[src/design/pfs_pkg.sv]
package pfs_pkg;
  localparam int REG_W = 16;
  localparam int DATA_W = 32;
  localparam int ADDR_W = 4;
  localparam int PINS = 8;
  localparam int FIELD_W = 2;
  localparam logic [ADDR_W-1:0] OFS_PORT_E = 4'h0;
  localparam logic [ADDR_W-1:0] OFS_PORT_F = 4'h4;
  localparam logic [ADDR_W-1:0] OFS_PORT_G = 4'h8;
  localparam logic [ADDR_W-1:0] OFS_STATUS = 4'hc;
  localparam int STATUS_EMU_BIT = 0;
  localparam logic [REG_W-1:0] E_RST_NORMAL = 16'haaaa;
  localparam logic [REG_W-1:0] E_RST_EMU = 16'h2aa8;
  localparam logic [REG_W-1:0] F_RST_NORMAL = 16'haaaa;
  localparam logic [REG_W-1:0] F_RST_EMU = 16'h00aa;
  localparam logic [REG_W-1:0] G_RST_NORMAL = 16'haaaa;
  localparam logic [REG_W-1:0] G_RST_EMU = 16'ha200;
  localparam logic [PINS-1:0] E_ALT_OK = 8'h34;
  localparam logic [PINS-1:0] E_OUT_OK = 8'hff;
  localparam logic [PINS-1:0] F_ALT_OK = 8'hff;
  localparam logic [PINS-1:0] F_OUT_OK = 8'h00;
  localparam logic [PINS-1:0] G_ALT_OK = 8'hff;
  localparam logic [PINS-1:0] G_OUT_OK = 8'h00;
  localparam int G_PIN0_HIGH_BIT = 3;
  localparam int G_PIN0_LOW_BIT = 0;

  typedef enum logic [1:0] {
    PFS_MODE_ALT = 2'h0,
    PFS_MODE_OUT = 2'h1,
    PFS_MODE_IN_PU = 2'h2,
    PFS_MODE_IN = 2'h3
  } pfs_mode_e;

  typedef enum logic [1:0] {
    PFS_BUS_IDLE = 2'h1,
    PFS_BUS_ACK = 2'h2
  } pfs_bus_e;

  typedef struct packed {
    logic alt_sel;
    logic out_en;
    logic pull_up;
    logic in_en;
  } pfs_pin_ctrl_s;

  typedef struct packed {
    logic [PINS-1:0] alt_sel;
    logic [PINS-1:0] out_en;
    logic [PINS-1:0] pull_up;
    logic [PINS-1:0] in_en;
  } pfs_port_ctrl_s;
endpackage

[src/design/pfs_port_efg.sv]
// Behaviour
// - three 16-bit read/write mode registers, pin n field at bits 2n+1 and 2n.
// - code 00 alternate, 01 output, 10 input with pull-up, 11 input plain.
// - port E resets to aaaa with strap high, 2aa8 with strap low.
// - mode registers load only at power-on reset, not manual reset.
// - port E pins 0 and 7 have no function at 00; reset 00 emu, 10 normal.
// - port E 00 is alternate on pins 2,4,5, reserved on 1,3,6.
// - port F resets aaaa normal, 00aa emu; code 01 reserved on all pins.
// - port G resets aaaa normal, a200 emu; code 01 reserved on all pins.
// - port G pins 4,6,7 select alternate at 00 and reset to 10.
// - port G pin 6 is the strap during reset, plain input after.
// - port G pin 0 decodes bit 3 with bit 0; bit 1 unused.
//
// Decided for this implementation: the placing of the registers and the Avalon-MM slave port.
module pfs_port_efg (
  input wire logic CLOCK,
  input wire logic RESET,
  input wire logic MANUAL_RESET,
  input wire logic [pfs_pkg::ADDR_W-1:0] AVS_ADDRESS,
  input wire logic AVS_READ,
  input wire logic AVS_WRITE,
  input wire logic [pfs_pkg::DATA_W-1:0] AVS_WRITEDATA,
  input wire logic [3:0] AVS_BYTEENABLE,
  output logic [pfs_pkg::DATA_W-1:0] AVS_READDATA,
  output logic AVS_WAITREQUEST,
  input wire logic EMULATION_STRAP_PIN,
  output logic PORT_G_BIT6_INPUT,
  output logic EMULATION_MODE,
  output pfs_pkg::pfs_port_ctrl_s PORT_E_CTRL,
  output pfs_pkg::pfs_port_ctrl_s PORT_F_CTRL,
  output pfs_pkg::pfs_port_ctrl_s PORT_G_CTRL
);

  ////////////////////////////////////////////////////////////////////////////
  function automatic logic [pfs_pkg::REG_W-1:0] merge16(
    input logic [pfs_pkg::REG_W-1:0] old_val,
    input logic [pfs_pkg::REG_W-1:0] new_val,
    input logic [1:0] be
  );
    logic [pfs_pkg::REG_W-1:0] res;
    res = old_val;
    if (be[0]) begin
      res[7:0] = new_val[7:0];
    end
    if (be[1]) begin
      res[15:8] = new_val[15:8];
    end
    return res;
  endfunction

  ////////////////////////////////////////////////////////////////////////////
  logic [pfs_pkg::REG_W-1:0] port_e_pin_mode_ff;
  logic [pfs_pkg::REG_W-1:0] port_f_pin_mode_ff;
  logic [pfs_pkg::REG_W-1:0] port_g_pin_mode_ff;
  logic [pfs_pkg::REG_W-1:0] nxt_port_e_pin_mode;
  logic [pfs_pkg::REG_W-1:0] nxt_port_f_pin_mode;
  logic [pfs_pkg::REG_W-1:0] nxt_port_g_pin_mode;
  pfs_pkg::pfs_bus_e bus_state_ff;
  pfs_pkg::pfs_bus_e nxt_bus_state;
  logic waitrequest_ff;
  logic nxt_waitrequest;
  logic [pfs_pkg::DATA_W-1:0] readdata_ff;
  logic [pfs_pkg::DATA_W-1:0] nxt_readdata;
  pfs_pkg::pfs_port_ctrl_s port_e_ctrl_ff;
  pfs_pkg::pfs_port_ctrl_s port_f_ctrl_ff;
  pfs_pkg::pfs_port_ctrl_s port_g_ctrl_ff;
  pfs_pkg::pfs_port_ctrl_s nxt_port_e_ctrl;
  pfs_pkg::pfs_port_ctrl_s nxt_port_f_ctrl;
  pfs_pkg::pfs_port_ctrl_s nxt_port_g_ctrl;
  logic emulation_ff;
  logic bit6_input_ff;

  ////////////////////////////////////////////////////////////////////////////
  // strap catch and pin 6 hand-over
  pfs_strap_capture u_strap (
    .clock(CLOCK),
    .reset(RESET),
    .strap_pin(EMULATION_STRAP_PIN),
    .emulation_ff(emulation_ff),
    .bit6_input_ff(bit6_input_ff)
  );

  ////////////////////////////////////////////////////////////////////////////
  // bus decode
  wire req = AVS_READ | AVS_WRITE;
  wire hit_e = AVS_ADDRESS == pfs_pkg::OFS_PORT_E;
  wire hit_f = AVS_ADDRESS == pfs_pkg::OFS_PORT_F;
  wire hit_g = AVS_ADDRESS == pfs_pkg::OFS_PORT_G;
  wire hit_status = AVS_ADDRESS == pfs_pkg::OFS_STATUS;
  wire in_idle = bus_state_ff == pfs_pkg::PFS_BUS_IDLE;
  wire in_ack = bus_state_ff == pfs_pkg::PFS_BUS_ACK;
  // write lands at the edge where waitrequest is seen low
  wire commit_wr = in_ack & AVS_WRITE;
  wire [pfs_pkg::REG_W-1:0] wdata16 = AVS_WRITEDATA[pfs_pkg::REG_W-1:0];
  wire [1:0] be16 = AVS_BYTEENABLE[1:0];
  wire [pfs_pkg::DATA_W-1:0] status_word =
    {{(pfs_pkg::DATA_W-1){1'b0}}, emulation_ff};
  wire [pfs_pkg::DATA_W-1:0] rd_mux =
    hit_e ? {16'h0000, port_e_pin_mode_ff} :
    hit_f ? {16'h0000, port_f_pin_mode_ff} :
    hit_g ? {16'h0000, port_g_pin_mode_ff} :
    hit_status ? status_word : 32'h00000000;

  ////////////////////////////////////////////////////////////////////////////
  // register next values, byte-lane merge
  assign nxt_port_e_pin_mode = (commit_wr & hit_e) ?
    merge16(port_e_pin_mode_ff, wdata16, be16) : port_e_pin_mode_ff;
  assign nxt_port_f_pin_mode = (commit_wr & hit_f) ?
    merge16(port_f_pin_mode_ff, wdata16, be16) : port_f_pin_mode_ff;
  assign nxt_port_g_pin_mode = (commit_wr & hit_g) ?
    merge16(port_g_pin_mode_ff, wdata16, be16) : port_g_pin_mode_ff;

  ////////////////////////////////////////////////////////////////////////////
  // handshake: one wait cycle, then answer
  always_comb begin
    nxt_bus_state = bus_state_ff;
    nxt_waitrequest = waitrequest_ff;
    nxt_readdata = readdata_ff;
    case (bus_state_ff)
      pfs_pkg::PFS_BUS_IDLE: begin
        if (req) begin
          nxt_bus_state = pfs_pkg::PFS_BUS_ACK;
          nxt_waitrequest = 1'b0;
          nxt_readdata = AVS_READ ? rd_mux : 32'h00000000;
        end
      end
      pfs_pkg::PFS_BUS_ACK: begin
        nxt_bus_state = pfs_pkg::PFS_BUS_IDLE;
        nxt_waitrequest = 1'b1;
      end
      default: begin
        nxt_bus_state = pfs_pkg::PFS_BUS_IDLE;
        nxt_waitrequest = 1'b1;
      end
    endcase
  end

  ////////////////////////////////////////////////////////////////////////////
  // mode registers: power-on reset only, value picked by the strap
  always_ff @(posedge CLOCK) begin
    if (RESET) begin
      port_e_pin_mode_ff <= EMULATION_STRAP_PIN ? pfs_pkg::E_RST_NORMAL : pfs_pkg::E_RST_EMU;
      port_f_pin_mode_ff <= EMULATION_STRAP_PIN ? pfs_pkg::F_RST_NORMAL : pfs_pkg::F_RST_EMU;
      port_g_pin_mode_ff <= EMULATION_STRAP_PIN ? pfs_pkg::G_RST_NORMAL : pfs_pkg::G_RST_EMU;
    end else begin
      port_e_pin_mode_ff <= nxt_port_e_pin_mode;
      port_f_pin_mode_ff <= nxt_port_f_pin_mode;
      port_g_pin_mode_ff <= nxt_port_g_pin_mode;
    end
  end

  // bus side also returns to idle on manual reset
  always_ff @(posedge CLOCK) begin
    if (RESET | MANUAL_RESET) begin
      bus_state_ff <= pfs_pkg::PFS_BUS_IDLE;
      waitrequest_ff <= 1'b1;
      readdata_ff <= 32'h00000000;
    end else begin
      bus_state_ff <= nxt_bus_state;
      waitrequest_ff <= nxt_waitrequest;
      readdata_ff <= nxt_readdata;
    end
  end

  ////////////////////////////////////////////////////////////////////////////
  // per-pin decode of the mode fields
  genvar i;
  generate
    for (i = 0; i < pfs_pkg::PINS; i++) begin : g_pin
      pfs_pkg::pfs_pin_ctrl_s e_pin;
      pfs_pkg::pfs_pin_ctrl_s f_pin;
      pfs_pkg::pfs_pin_ctrl_s g_pin;
      wire [1:0] e_code = port_e_pin_mode_ff[2*i+1:2*i];
      wire [1:0] f_code = port_f_pin_mode_ff[2*i+1:2*i];
      wire [1:0] g_code = (i == 0) ?
        {port_g_pin_mode_ff[pfs_pkg::G_PIN0_HIGH_BIT], port_g_pin_mode_ff[pfs_pkg::G_PIN0_LOW_BIT]} :
        port_g_pin_mode_ff[2*i+1:2*i];

      pfs_field_decode #(
        .ALT_OK(pfs_pkg::E_ALT_OK[i]),
        .OUT_OK(pfs_pkg::E_OUT_OK[i])
      ) u_e (
        .code(e_code),
        .ctrl(e_pin)
      );

      pfs_field_decode #(
        .ALT_OK(pfs_pkg::F_ALT_OK[i]),
        .OUT_OK(pfs_pkg::F_OUT_OK[i])
      ) u_f (
        .code(f_code),
        .ctrl(f_pin)
      );

      pfs_field_decode #(
        .ALT_OK(pfs_pkg::G_ALT_OK[i]),
        .OUT_OK(pfs_pkg::G_OUT_OK[i])
      ) u_g (
        .code(g_code),
        .ctrl(g_pin)
      );

      assign nxt_port_e_ctrl.alt_sel[i] = e_pin.alt_sel;
      assign nxt_port_e_ctrl.out_en[i] = e_pin.out_en;
      assign nxt_port_e_ctrl.pull_up[i] = e_pin.pull_up;
      assign nxt_port_e_ctrl.in_en[i] = e_pin.in_en;
      assign nxt_port_f_ctrl.alt_sel[i] = f_pin.alt_sel;
      assign nxt_port_f_ctrl.out_en[i] = f_pin.out_en;
      assign nxt_port_f_ctrl.pull_up[i] = f_pin.pull_up;
      assign nxt_port_f_ctrl.in_en[i] = f_pin.in_en;
      assign nxt_port_g_ctrl.alt_sel[i] = g_pin.alt_sel;
      assign nxt_port_g_ctrl.out_en[i] = g_pin.out_en;
      assign nxt_port_g_ctrl.pull_up[i] = g_pin.pull_up;
      assign nxt_port_g_ctrl.in_en[i] = g_pin.in_en;
    end
  endgenerate

  ////////////////////////////////////////////////////////////////////////////
  // registered pin controls; all released while in reset
  always_ff @(posedge CLOCK) begin
    if (RESET) begin
      port_e_ctrl_ff <= '0;
      port_f_ctrl_ff <= '0;
      port_g_ctrl_ff <= '0;
    end else begin
      port_e_ctrl_ff <= nxt_port_e_ctrl;
      port_f_ctrl_ff <= nxt_port_f_ctrl;
      port_g_ctrl_ff <= nxt_port_g_ctrl;
    end
  end

  ////////////////////////////////////////////////////////////////////////////
  assign AVS_READDATA = readdata_ff;
  assign AVS_WAITREQUEST = waitrequest_ff;
  assign PORT_G_BIT6_INPUT = bit6_input_ff;
  assign EMULATION_MODE = emulation_ff;
  assign PORT_E_CTRL = port_e_ctrl_ff;
  assign PORT_F_CTRL = port_f_ctrl_ff;
  assign PORT_G_CTRL = port_g_ctrl_ff;

endmodule

[src/design/pfs_field_decode.sv]
module pfs_field_decode #(
  parameter bit ALT_OK = 1'b1,
  parameter bit OUT_OK = 1'b1
) (
  input wire logic [1:0] code,
  output pfs_pkg::pfs_pin_ctrl_s ctrl
);
  // reserved codes leave the pin undriven, no pull-up
  always_comb begin
    ctrl = '0;
    case (pfs_pkg::pfs_mode_e'(code))
      pfs_pkg::PFS_MODE_ALT: begin
        ctrl.alt_sel = ALT_OK;
      end
      pfs_pkg::PFS_MODE_OUT: begin
        ctrl.out_en = OUT_OK;
      end
      pfs_pkg::PFS_MODE_IN_PU: begin
        ctrl.in_en = 1'b1;
        ctrl.pull_up = 1'b1;
      end
      pfs_pkg::PFS_MODE_IN: begin
        ctrl.in_en = 1'b1;
      end
      default: begin
        ctrl = '0;
      end
    endcase
  end
endmodule

[src/design/pfs_strap_capture.sv]
module pfs_strap_capture (
  input wire logic clock,
  input wire logic reset,
  input wire logic strap_pin,
  output logic emulation_ff,
  output logic bit6_input_ff
);
  // pin is the strap while reset is high, a plain input afterwards
  always_ff @(posedge clock) begin
    if (reset) begin
      emulation_ff <= ~strap_pin;
      bit6_input_ff <= 1'b0;
    end else begin
      bit6_input_ff <= strap_pin;
    end
  end
endmodule

[config.mk]
export PLATFORM = sky130hd
export DESIGN_NAME = pfs_port_efg
export DESIGN_NICKNAME = d
export VERILOG_FILES = /design/src/design/pfs_pkg.sv /design/src/design/pfs_port_efg.sv /design/src/design/pfs_field_decode.sv /design/src/design/pfs_strap_capture.sv
export SDC_FILE = /design/constraint.sdc
export NUM_CORES = 1
export LEC_CHECK = 0
export ABC_AREA = 1
export ABC_CLOCK_PERIOD_IN_PS = 2640
export BUFFER_PORTS_ARGS = -buffer_cell sky130_fd_sc_hd__buf_2
export CAP_MARGIN = 30
export CORE_ASPECT_RATIO = 0.75
export CORE_MARGIN = 10
export CORE_UTILIZATION = 42
export CTS_BUF_LIST = sky130_fd_sc_hd__clkbuf_8
export DETAILED_ROUTE_END_ITERATION = 7
export GPL_TIMING_DRIVEN = 0
export PLACE_DENSITY_LB_ADDON = 0.12
export REMOVE_ABC_BUFFERS = 1
export SLEW_MARGIN = 30
export SYNTH_ARGS = -nofsm -noshare
export SYNTH_HDL_FRONTEND = slang
export SYNTH_SLANG_ARGS = --single-unit
[constraint.sdc]
create_clock -name CLOCK -period 2.64 [get_ports CLOCK]
set_input_delay 0.264 -clock CLOCK [delete_from_list [all_inputs] [get_ports CLOCK]]
set_output_delay 0.264 -clock CLOCK [all_outputs]
set_load 0.01 [all_outputs]
==> flow_metrics.tcl, run 1 <==
set metrics [dict create \
    clk_latency_ns 0.43 \
    crit_top_cell "sky130_fd_sc_hd__nor2_8" \
    slew_violations 0 \
    cp_cell_sequence "buf_2 -> nor2_8 -> nand2_4 -> nor2_8 -> nand2_1 -> o21ai_1" \
    ratio_of_cells_with_drive_above_1_in_the_final_layout_pct 23.95 \
    tritoncts "built" \
    clk_path_buf_depth 2 \
    avgViaCountPerCell 4.420 \
    worst_setup_hold_path_clk_slew_ns 0.06 \
    htree_num_levels 4 \
    num_vias 3669 \
    critPathBufInv 1 \
    post-synth-top-count-cell "sky130_fd_sc_hd__dfxtp_1" \
    synth_flop_cell "sky130_fd_sc_hd__dfxtp_1" \
    type_of_the_worst_setup_path "in2reg" \
    clock-root-buffer "sky130_fd_sc_hd__clkbuf_8" \
    finalWeightedCongestion 0.7612 \
    unrepaired_setup_endpoints_after_global_routing "false" \
    setup-tns-final_ns 0 \
    yosys.area_share.xor_xnor_pct 0 \
    ir_worst_vdd_mv 0.5526 \
    finalClockSkew_ns 0.01596 \
    postCtsSetupBuffers 0 \
    synth.mux.area_fraction_pct 0 \
    fillCellCount 1179 \
    netlist.top_cell.by_area "sky130_fd_sc_hd__dfxtp_1" \
    critPathMaxFanout 37 \
    die-area_um2 17320 \
    cts_made_buffers 17 \
    syn_area_um2 5216 \
    floorplan.io_pins 177 \
    buffer_ports.inserted 121 \
    timing.final.crit_share_pct 83.23 \
    drv_cap 0 \
    timing.fmax_ghz 0.4551 \
    leakage_uw 0.002973 \
    vias_in_the_first_global_route 3764 \
    register_area_um2 3353 \
    synth_area_leaders "sky130_fd_sc_hd__dfxtp_1 (36%), sky130_fd_sc_hd__edfxtp_1 (28%), sky130_fd_sc_hd__buf_4 (5.5%)" \
    multi_input_comb_area_um2 1325 \
    final_net_count 697 \
    ant_nets 0 \
    worst_setup_path_startpoint "AVS_ADDRESS[1]" \
    ys_types 21 \
    seq_power_share_pct 54.5 \
    power-per-cell-area_nw_per_um2 737.5 \
    first_pass_grt_wire_length_um 19550 \
    report.final.hold_viol_count 0 \
    worst-endpoint-required_ns 2.68 \
    placeableCoreArea_um2 12220 \
    grt_antenna_before_repair 0 \
    netlist.area_leader.share_pct 36.08 \
    wirelength_um 12590 \
    comb_power_share_pct 9.0 \
    grt_overflow_total 0 \
    critical_path.slowest_cell "sky130_fd_sc_hd__o21ai_1" \
    min-delay-path-class "in2reg" \
    detail_route.first_pass.iterations 4 \
    power.share.clock_pct 36.5 \
    max_slew.worst_pin.slew_ns 0.9795 \
    drt_drc_violations_left 0 \
    synthesis.instances 530 \
    timing.critical_path.max_delay_family "simple AND/OR/NAND/NOR gates" \
    syn_area_per_cell_um2 9.842 \
    synth_edf_count 49 \
    fp-row-count 35 \
    antennaDiodeCount 0 \
    complex_gate_fraction_of_the_synthesized_area_pct 3.694 \
    timing.slew.headroom_pct 34.26 \
    ys_async_sr_fraction_pct 0 \
    dpl.hpwl_um 9120 \
    run_status "finished, final reports clean" \
    seq_area_frac_synth_pct 64.28 \
    power_switching_share_pct 23.96 \
    wl_per_cell_um 15.16 \
    initial_utilization_pct 42.69 \
    timing.final.crit_period_ns 2.197 \
    area_growth_pct 18.57 \
    synth-simple-area-share_pct 18.97 \
    grt_usage_pct 14.67 \
    die_wd_um 148.7 \
    cts_sinks 143 \
    setup_viol 0 \
    synthAdderAreaFrac_pct 0 \
    cp_slowest_stage_delay_ns 0.78 \
    synthesis.yosys.warnings 0 \
    int_power_uw 3468 \
    netlist_top_cells_count "sky130_fd_sc_hd__dfxtp_1 (94), sky130_fd_sc_hd__nand2_1 (71), sky130_fd_sc_hd__inv_1 (69)" \
    final_area_um2 6185 \
    dominant_combinational_cell_family_by_area_after_synthesis "simple AND/OR/NAND/NOR gates" \
    drt-initial-drc-count 255 \
    crit_path_end_kind "register" \
    source_of_the_worst_register_to_register_timing_path "bus_state_ff[1]" \
    synth.ff_latch_count 143 \
    timing.critical_path.from_type "primary input" \
    die_height_um 116.5 \
    switching_power_uw 1093 \
    worstPathArrival_ns 2.24 \
    placedInstanceArea_um2 5792 \
    grt_max_degree 50 \
    cts_resized 0 \
    worstHoldStart "EMULATION_STRAP_PIN" \
    cts.hold.buffers_added 0 \
]
worst paths after layout:
| path | endpoint | slack, ns | depth (start not counted) |
|---|---|---|---|
| worst max-delay path | port_e_pin_mode_ff[9] | 0.44 | 6 |
| worst min-delay path | u_strap.bit6_input_ff | 0.10 | 3 |
| worst max register to register | port_f_pin_mode_ff[5] | 0.76 | 4 |
| worst min register to register | PORT_E_CTRL[8] | 0.43 | 1 |
tightest hold or removal path: cells and delay by family:
kind,cells,cell delay (ns)
buffers and inverters,2,0.17
and+or+nand+nor,1,0.04
metrics by stage:
step / setup WS, ns / total power (uW) / utilization (%) / instances / hold WS (ns)
global route: 0.3787 / 4804 / 50.62 / 830 / 0.08004
detailed placement: 0.04858 / 2949 / 47.40 / 798 / 0.4311
global placement: -0.7022 / 2940 / 47.16 / 796 / 0.4311
CTS: 0.5181 / 4621 / 50.59 / 830 / 0.06744
finish: 0.4428 / 4561 / 50.62 / 830 / 0.1037
floorplan: 0.6957 / 2743 / - / 509 / 0.3351
routing by layer:
| layer | part of all wire (%) | up-vias | global-route usage [%] |
|---|---|---|---|
| li1 | - | 1871 | - |
| met1 | 44 | 1659 | 18.06 |
| met2 | 47 | 135 | 22.85 |
| met3 | 9.0 | 4 | 5.962 |
| met4 | 0.44 | 0 | 5.204 |
| met5 | 0 | - | 0 |
power by group through the flow:
stage | sequential [uW] | combinational [uW] | clock [uW]
finish | 2490 | 409 | 1660
global route | 2500 | 462 | 1840
CTS | 2490 | 413 | 1720
detailed placement | 2540 | 412 | 0
global placement | 2540 | 404 | 0
floorplan | 2560 | 181 | 0
layout by cell type (no fill, tap or decap), types with 21 or more instances in the layout:
cell                       synthesis  final
sky130_fd_sc_hd__edfxtp_1         49     49
sky130_fd_sc_hd__conb_1            1     37
sky130_fd_sc_hd__clkbuf_8          0     21
sky130_fd_sc_hd__nor2_1           49     49
sky130_fd_sc_hd__inv_1            69     74
sky130_fd_sc_hd__buf_2             7    120
sky130_fd_sc_hd__dfxtp_1          94     94
sky130_fd_sc_hd__nor3_1           51     51
sky130_fd_sc_hd__nand3_1          42     42
sky130_fd_sc_hd__nand2_1          71     71
flip-flops by register name, indices dropped and copies added (netlist names):
register,cells
u_strap.bit6_input_ff,1
port_g_pin_mode_ff,16
AVS_READDATA,16
bus_state_ff,2
PORT_G_CTRL,24
PORT_E_CTRL,27
PORT_F_CTRL,24
port_f_pin_mode_ff,16
u_strap.emulation_ff,1
port_e_pin_mode_ff,16
cell families (layout without fill, tap and decap cells):
family | Yosys count | after routing
AND/OR/NAND/NOR | 218 | 218
other | 1 | 37
flip-flops | 143 | 143
AO/OA/AOI/OAI | 38 | 38
buffers and inverters | 130 | 228
final cells by class:
type / count / area share (%)
clock inverter: 11 / 1.618
tap: 166 / 3.358
sequential: 143 / 54.22
clock buffer: 21 / 4.673
timing repair buffer: 123 / 10.28
inverter: 73 / 4.431
multi-input combinational: 293 / 21.42
(Power assumes the default switching activity.)
==> inputs of run 2 (changes only) <==
--- a/config.mk
+++ b/config.mk
@@ -6,7 +6,7 @@
 export NUM_CORES = 1
 export LEC_CHECK = 0
 export ABC_AREA = 1
-export ABC_CLOCK_PERIOD_IN_PS = 2640
+export ABC_CLOCK_PERIOD_IN_PS = 1800
 export BUFFER_PORTS_ARGS = -buffer_cell sky130_fd_sc_hd__buf_2
 export CAP_MARGIN = 30
 export CORE_ASPECT_RATIO = 0.75
==> constraint.sdc (replaced) <==
create_clock -name CLOCK -period 1.8 [get_ports CLOCK]
set_input_delay 0.18 -clock CLOCK [delete_from_list [all_inputs] [get_ports CLOCK]]
set_output_delay 0.18 -clock CLOCK [all_outputs]
set_load 0.01 [all_outputs]
==> flow_metrics.tcl, run 2 (synthesis gave the netlist of run 1 again) <==
set metrics [dict create \
    power-per-cell-area_nw_per_um2 1076 \
    cts_sinks 143 \
    largest_register_ff_count 27 \
    critPathMaxFanout 37 \
    min-delay-path-class "in2reg" \
    mostFrequentLayoutCell "sky130_fd_sc_hd__buf_2" \
    die-area_um2 17320 \
    post_layout_nonfiller_instances 832 \
    finalHoldWorstSlack_ns 0.04970 \
    avgViaCountPerCell 4.440 \
    worst_hold_path_depth 3 \
    worst_setup_hold_path_clk_slew_ns 0.07 \
    source_of_the_worst_register_to_register_timing_path "bus_state_ff[1]" \
    comb_power_share_pct 9.1 \
    crit_path_end_kind "register" \
    slew_violations 0 \
    initial_utilization_pct 42.69 \
    reg2reg_setup_slack_ns 0.18 \
    drt-initial-drc-count 230 \
    power.share.clock_pct 36.5 \
    ir_worst_vdd_mv 0.8103 \
    num_vias 3694 \
    reg2regPathDepth 4 \
    timing.slew.headroom_pct 43.57 \
    grt_usage_pct 14.74 \
    ratio_of_cells_with_drive_above_1_in_the_final_layout_pct 24.62 \
    htree_num_levels 4 \
    seq_power_share_pct 54.4 \
    multi_input_comb_area_um2 1359 \
    power_switching_share_pct 24.13 \
    floorplan.io_pins 177 \
    antennaDiodeCount 0 \
    vias_in_the_first_global_route 3774 \
    wl_per_cell_um 15.17 \
    timing.fmax_ghz 0.5900 \
    worst-endpoint-required_ns 1.89 \
    clock-root-buffer "sky130_fd_sc_hd__clkbuf_8" \
    timing.critical_path.from_type "primary input" \
    setup_viol 0 \
    final_core_utilization_pct 51.06 \
    timing.final.crit_period_ns 1.695 \
    finalClockSkew_ns 0.01437 \
    first_pass_grt_wire_length_um 19660 \
    type_of_the_worst_setup_path "in2reg" \
    worstPathArrival_ns 1.78 \
    int_power_uw 5091 \
    run_status "finished, final reports clean" \
    leakage_uw 0.002990 \
    switching_power_uw 1619 \
    setup_ws_ns 0.1050 \
    drv_cap 0 \
    area_growth_pct 19.60 \
    clk_path_buf_depth 2 \
    wirelength_um 12620 \
    postCtsSetupBuffers 0 \
    finalWeightedCongestion 0.7612 \
    dpl.hpwl_um 9120 \
    placeableCoreArea_um2 12220 \
    max_slew.worst_pin.slew_ns 0.8433 \
    grt_max_degree 50 \
    detail_route.first_pass.iterations 4 \
    post-place-cells 798 \
    tritoncts "built" \
    ant_nets 0 \
    clk_latency_ns 0.43 \
    dp_worst_setup_slack_ns -0.7074 \
    register_area_um2 3353 \
    die_height_um 116.5 \
    buffer_ports.inserted 121 \
    timing.rr.end "port_g_pin_mode_ff[6]" \
    cts_made_buffers 17 \
    grt_overflow_total 0 \
    die_wd_um 148.7 \
    commonest_cells_after_routing_fill_and_taps_aside "sky130_fd_sc_hd__buf_2 (120), sky130_fd_sc_hd__dfxtp_1 (94), sky130_fd_sc_hd__inv_1 (74), sky130_fd_sc_hd__nand2_1 (71), sky130_fd_sc_hd__nor3_1 (51)" \
    unrepaired_setup_endpoints_after_global_routing "true" \
    worstHoldStart "AVS_WRITEDATA[15]" \
    fillCellCount 1172 \
    report.final.hold_viol_count 0 \
    final_net_count 699 \
    report.power.total_uw 6711 \
    grt_antenna_before_repair 0 \
    drt_drc_violations_left 0 \
    worstHoldEndpoint "port_g_pin_mode_ff[15]" \
    timing.final.crit_share_pct 94.17 \
    fp-row-count 35 \
]
==> run 2: how the worst max path moves through the flow <==
| stage | to | depth (start not counted) | from |
|---|---|---|---|
| after CTS | port_g_pin_mode_ff[11] | 5 | bus_state_ff[1] |
| after global placement | port_g_pin_mode_ff[10] | 3 | RESET |
| after global routing | port_e_pin_mode_ff[9] | 6 | AVS_ADDRESS[1] |
| final | port_e_pin_mode_ff[6] | 6 | AVS_ADDRESS[1] |
| after detailed placement | port_e_pin_mode_ff[10] | 6 | AVS_ADDRESS[1] |
| after floorplan | port_e_pin_mode_ff[0] | 5 | AVS_ADDRESS[1] |
==> run 2: critical path: stages <==
cell	delay, ns
sky130_fd_sc_hd__buf_2	0.13
sky130_fd_sc_hd__nor2_8	0.44
sky130_fd_sc_hd__nand2_4	0.23
sky130_fd_sc_hd__nor2_8	0.24
sky130_fd_sc_hd__nand2_1	0.19
sky130_fd_sc_hd__o21ai_4	0.35
==> run 2: metrics by stage <==
step	setup TNS, ns	area, um^2
global placement	-92.95	5762
floorplan	-0.9653	4949
global route	-0.007464	6238
finish	0	6238
detailed placement	-22.52	5792
CTS	0	6220
==> run 2: layer usage <==
| metal | part of all wire, % | track usage [%] | routed length, um | up-vias |
|---|---|---|---|---|
| met3 | 8.1 | 6.001 | 1027 | 12 |
| met4 | 0.95 | 5.270 | 120 | 0 |
| met5 | 0 | 0 | 0 | - |
| met1 | 45 | 18.06 | 5682 | 1669 |
| met2 | 46 | 23.05 | 5789 | 134 |
| li1 | - | - | - | 1879 |
==> run 2: power groups by stage <==
stage	combinational [uW]	clock (uW)	sequential, uW
2_1_floorplan	265	0	3760
3_3_place_gp	592	0	3720
3_5_place_dp	604	0	3720
4_1_cts	613	2520	3650
5_1_grt	688	2700	3670
6_report	610	2450	3650
==> run 2: final cells by class <==
cell class / count / area share, %
inverter: 73 / 4.392
clock buffer: 21 / 4.633
multi-input combinational: 293 / 21.78
sequential: 143 / 53.75
tap: 166 / 3.329
clock inverter: 11 / 1.604
timing repair buffer: 125 / 10.51
==> run 2: what timing repair did <==
action / CTS / global route
hold buffers: 2 / 0
endpoints found under the hold margin: 2 / 0
gates resized for setup: 5 / 3
endpoints found under the setup margin: 40 / 20
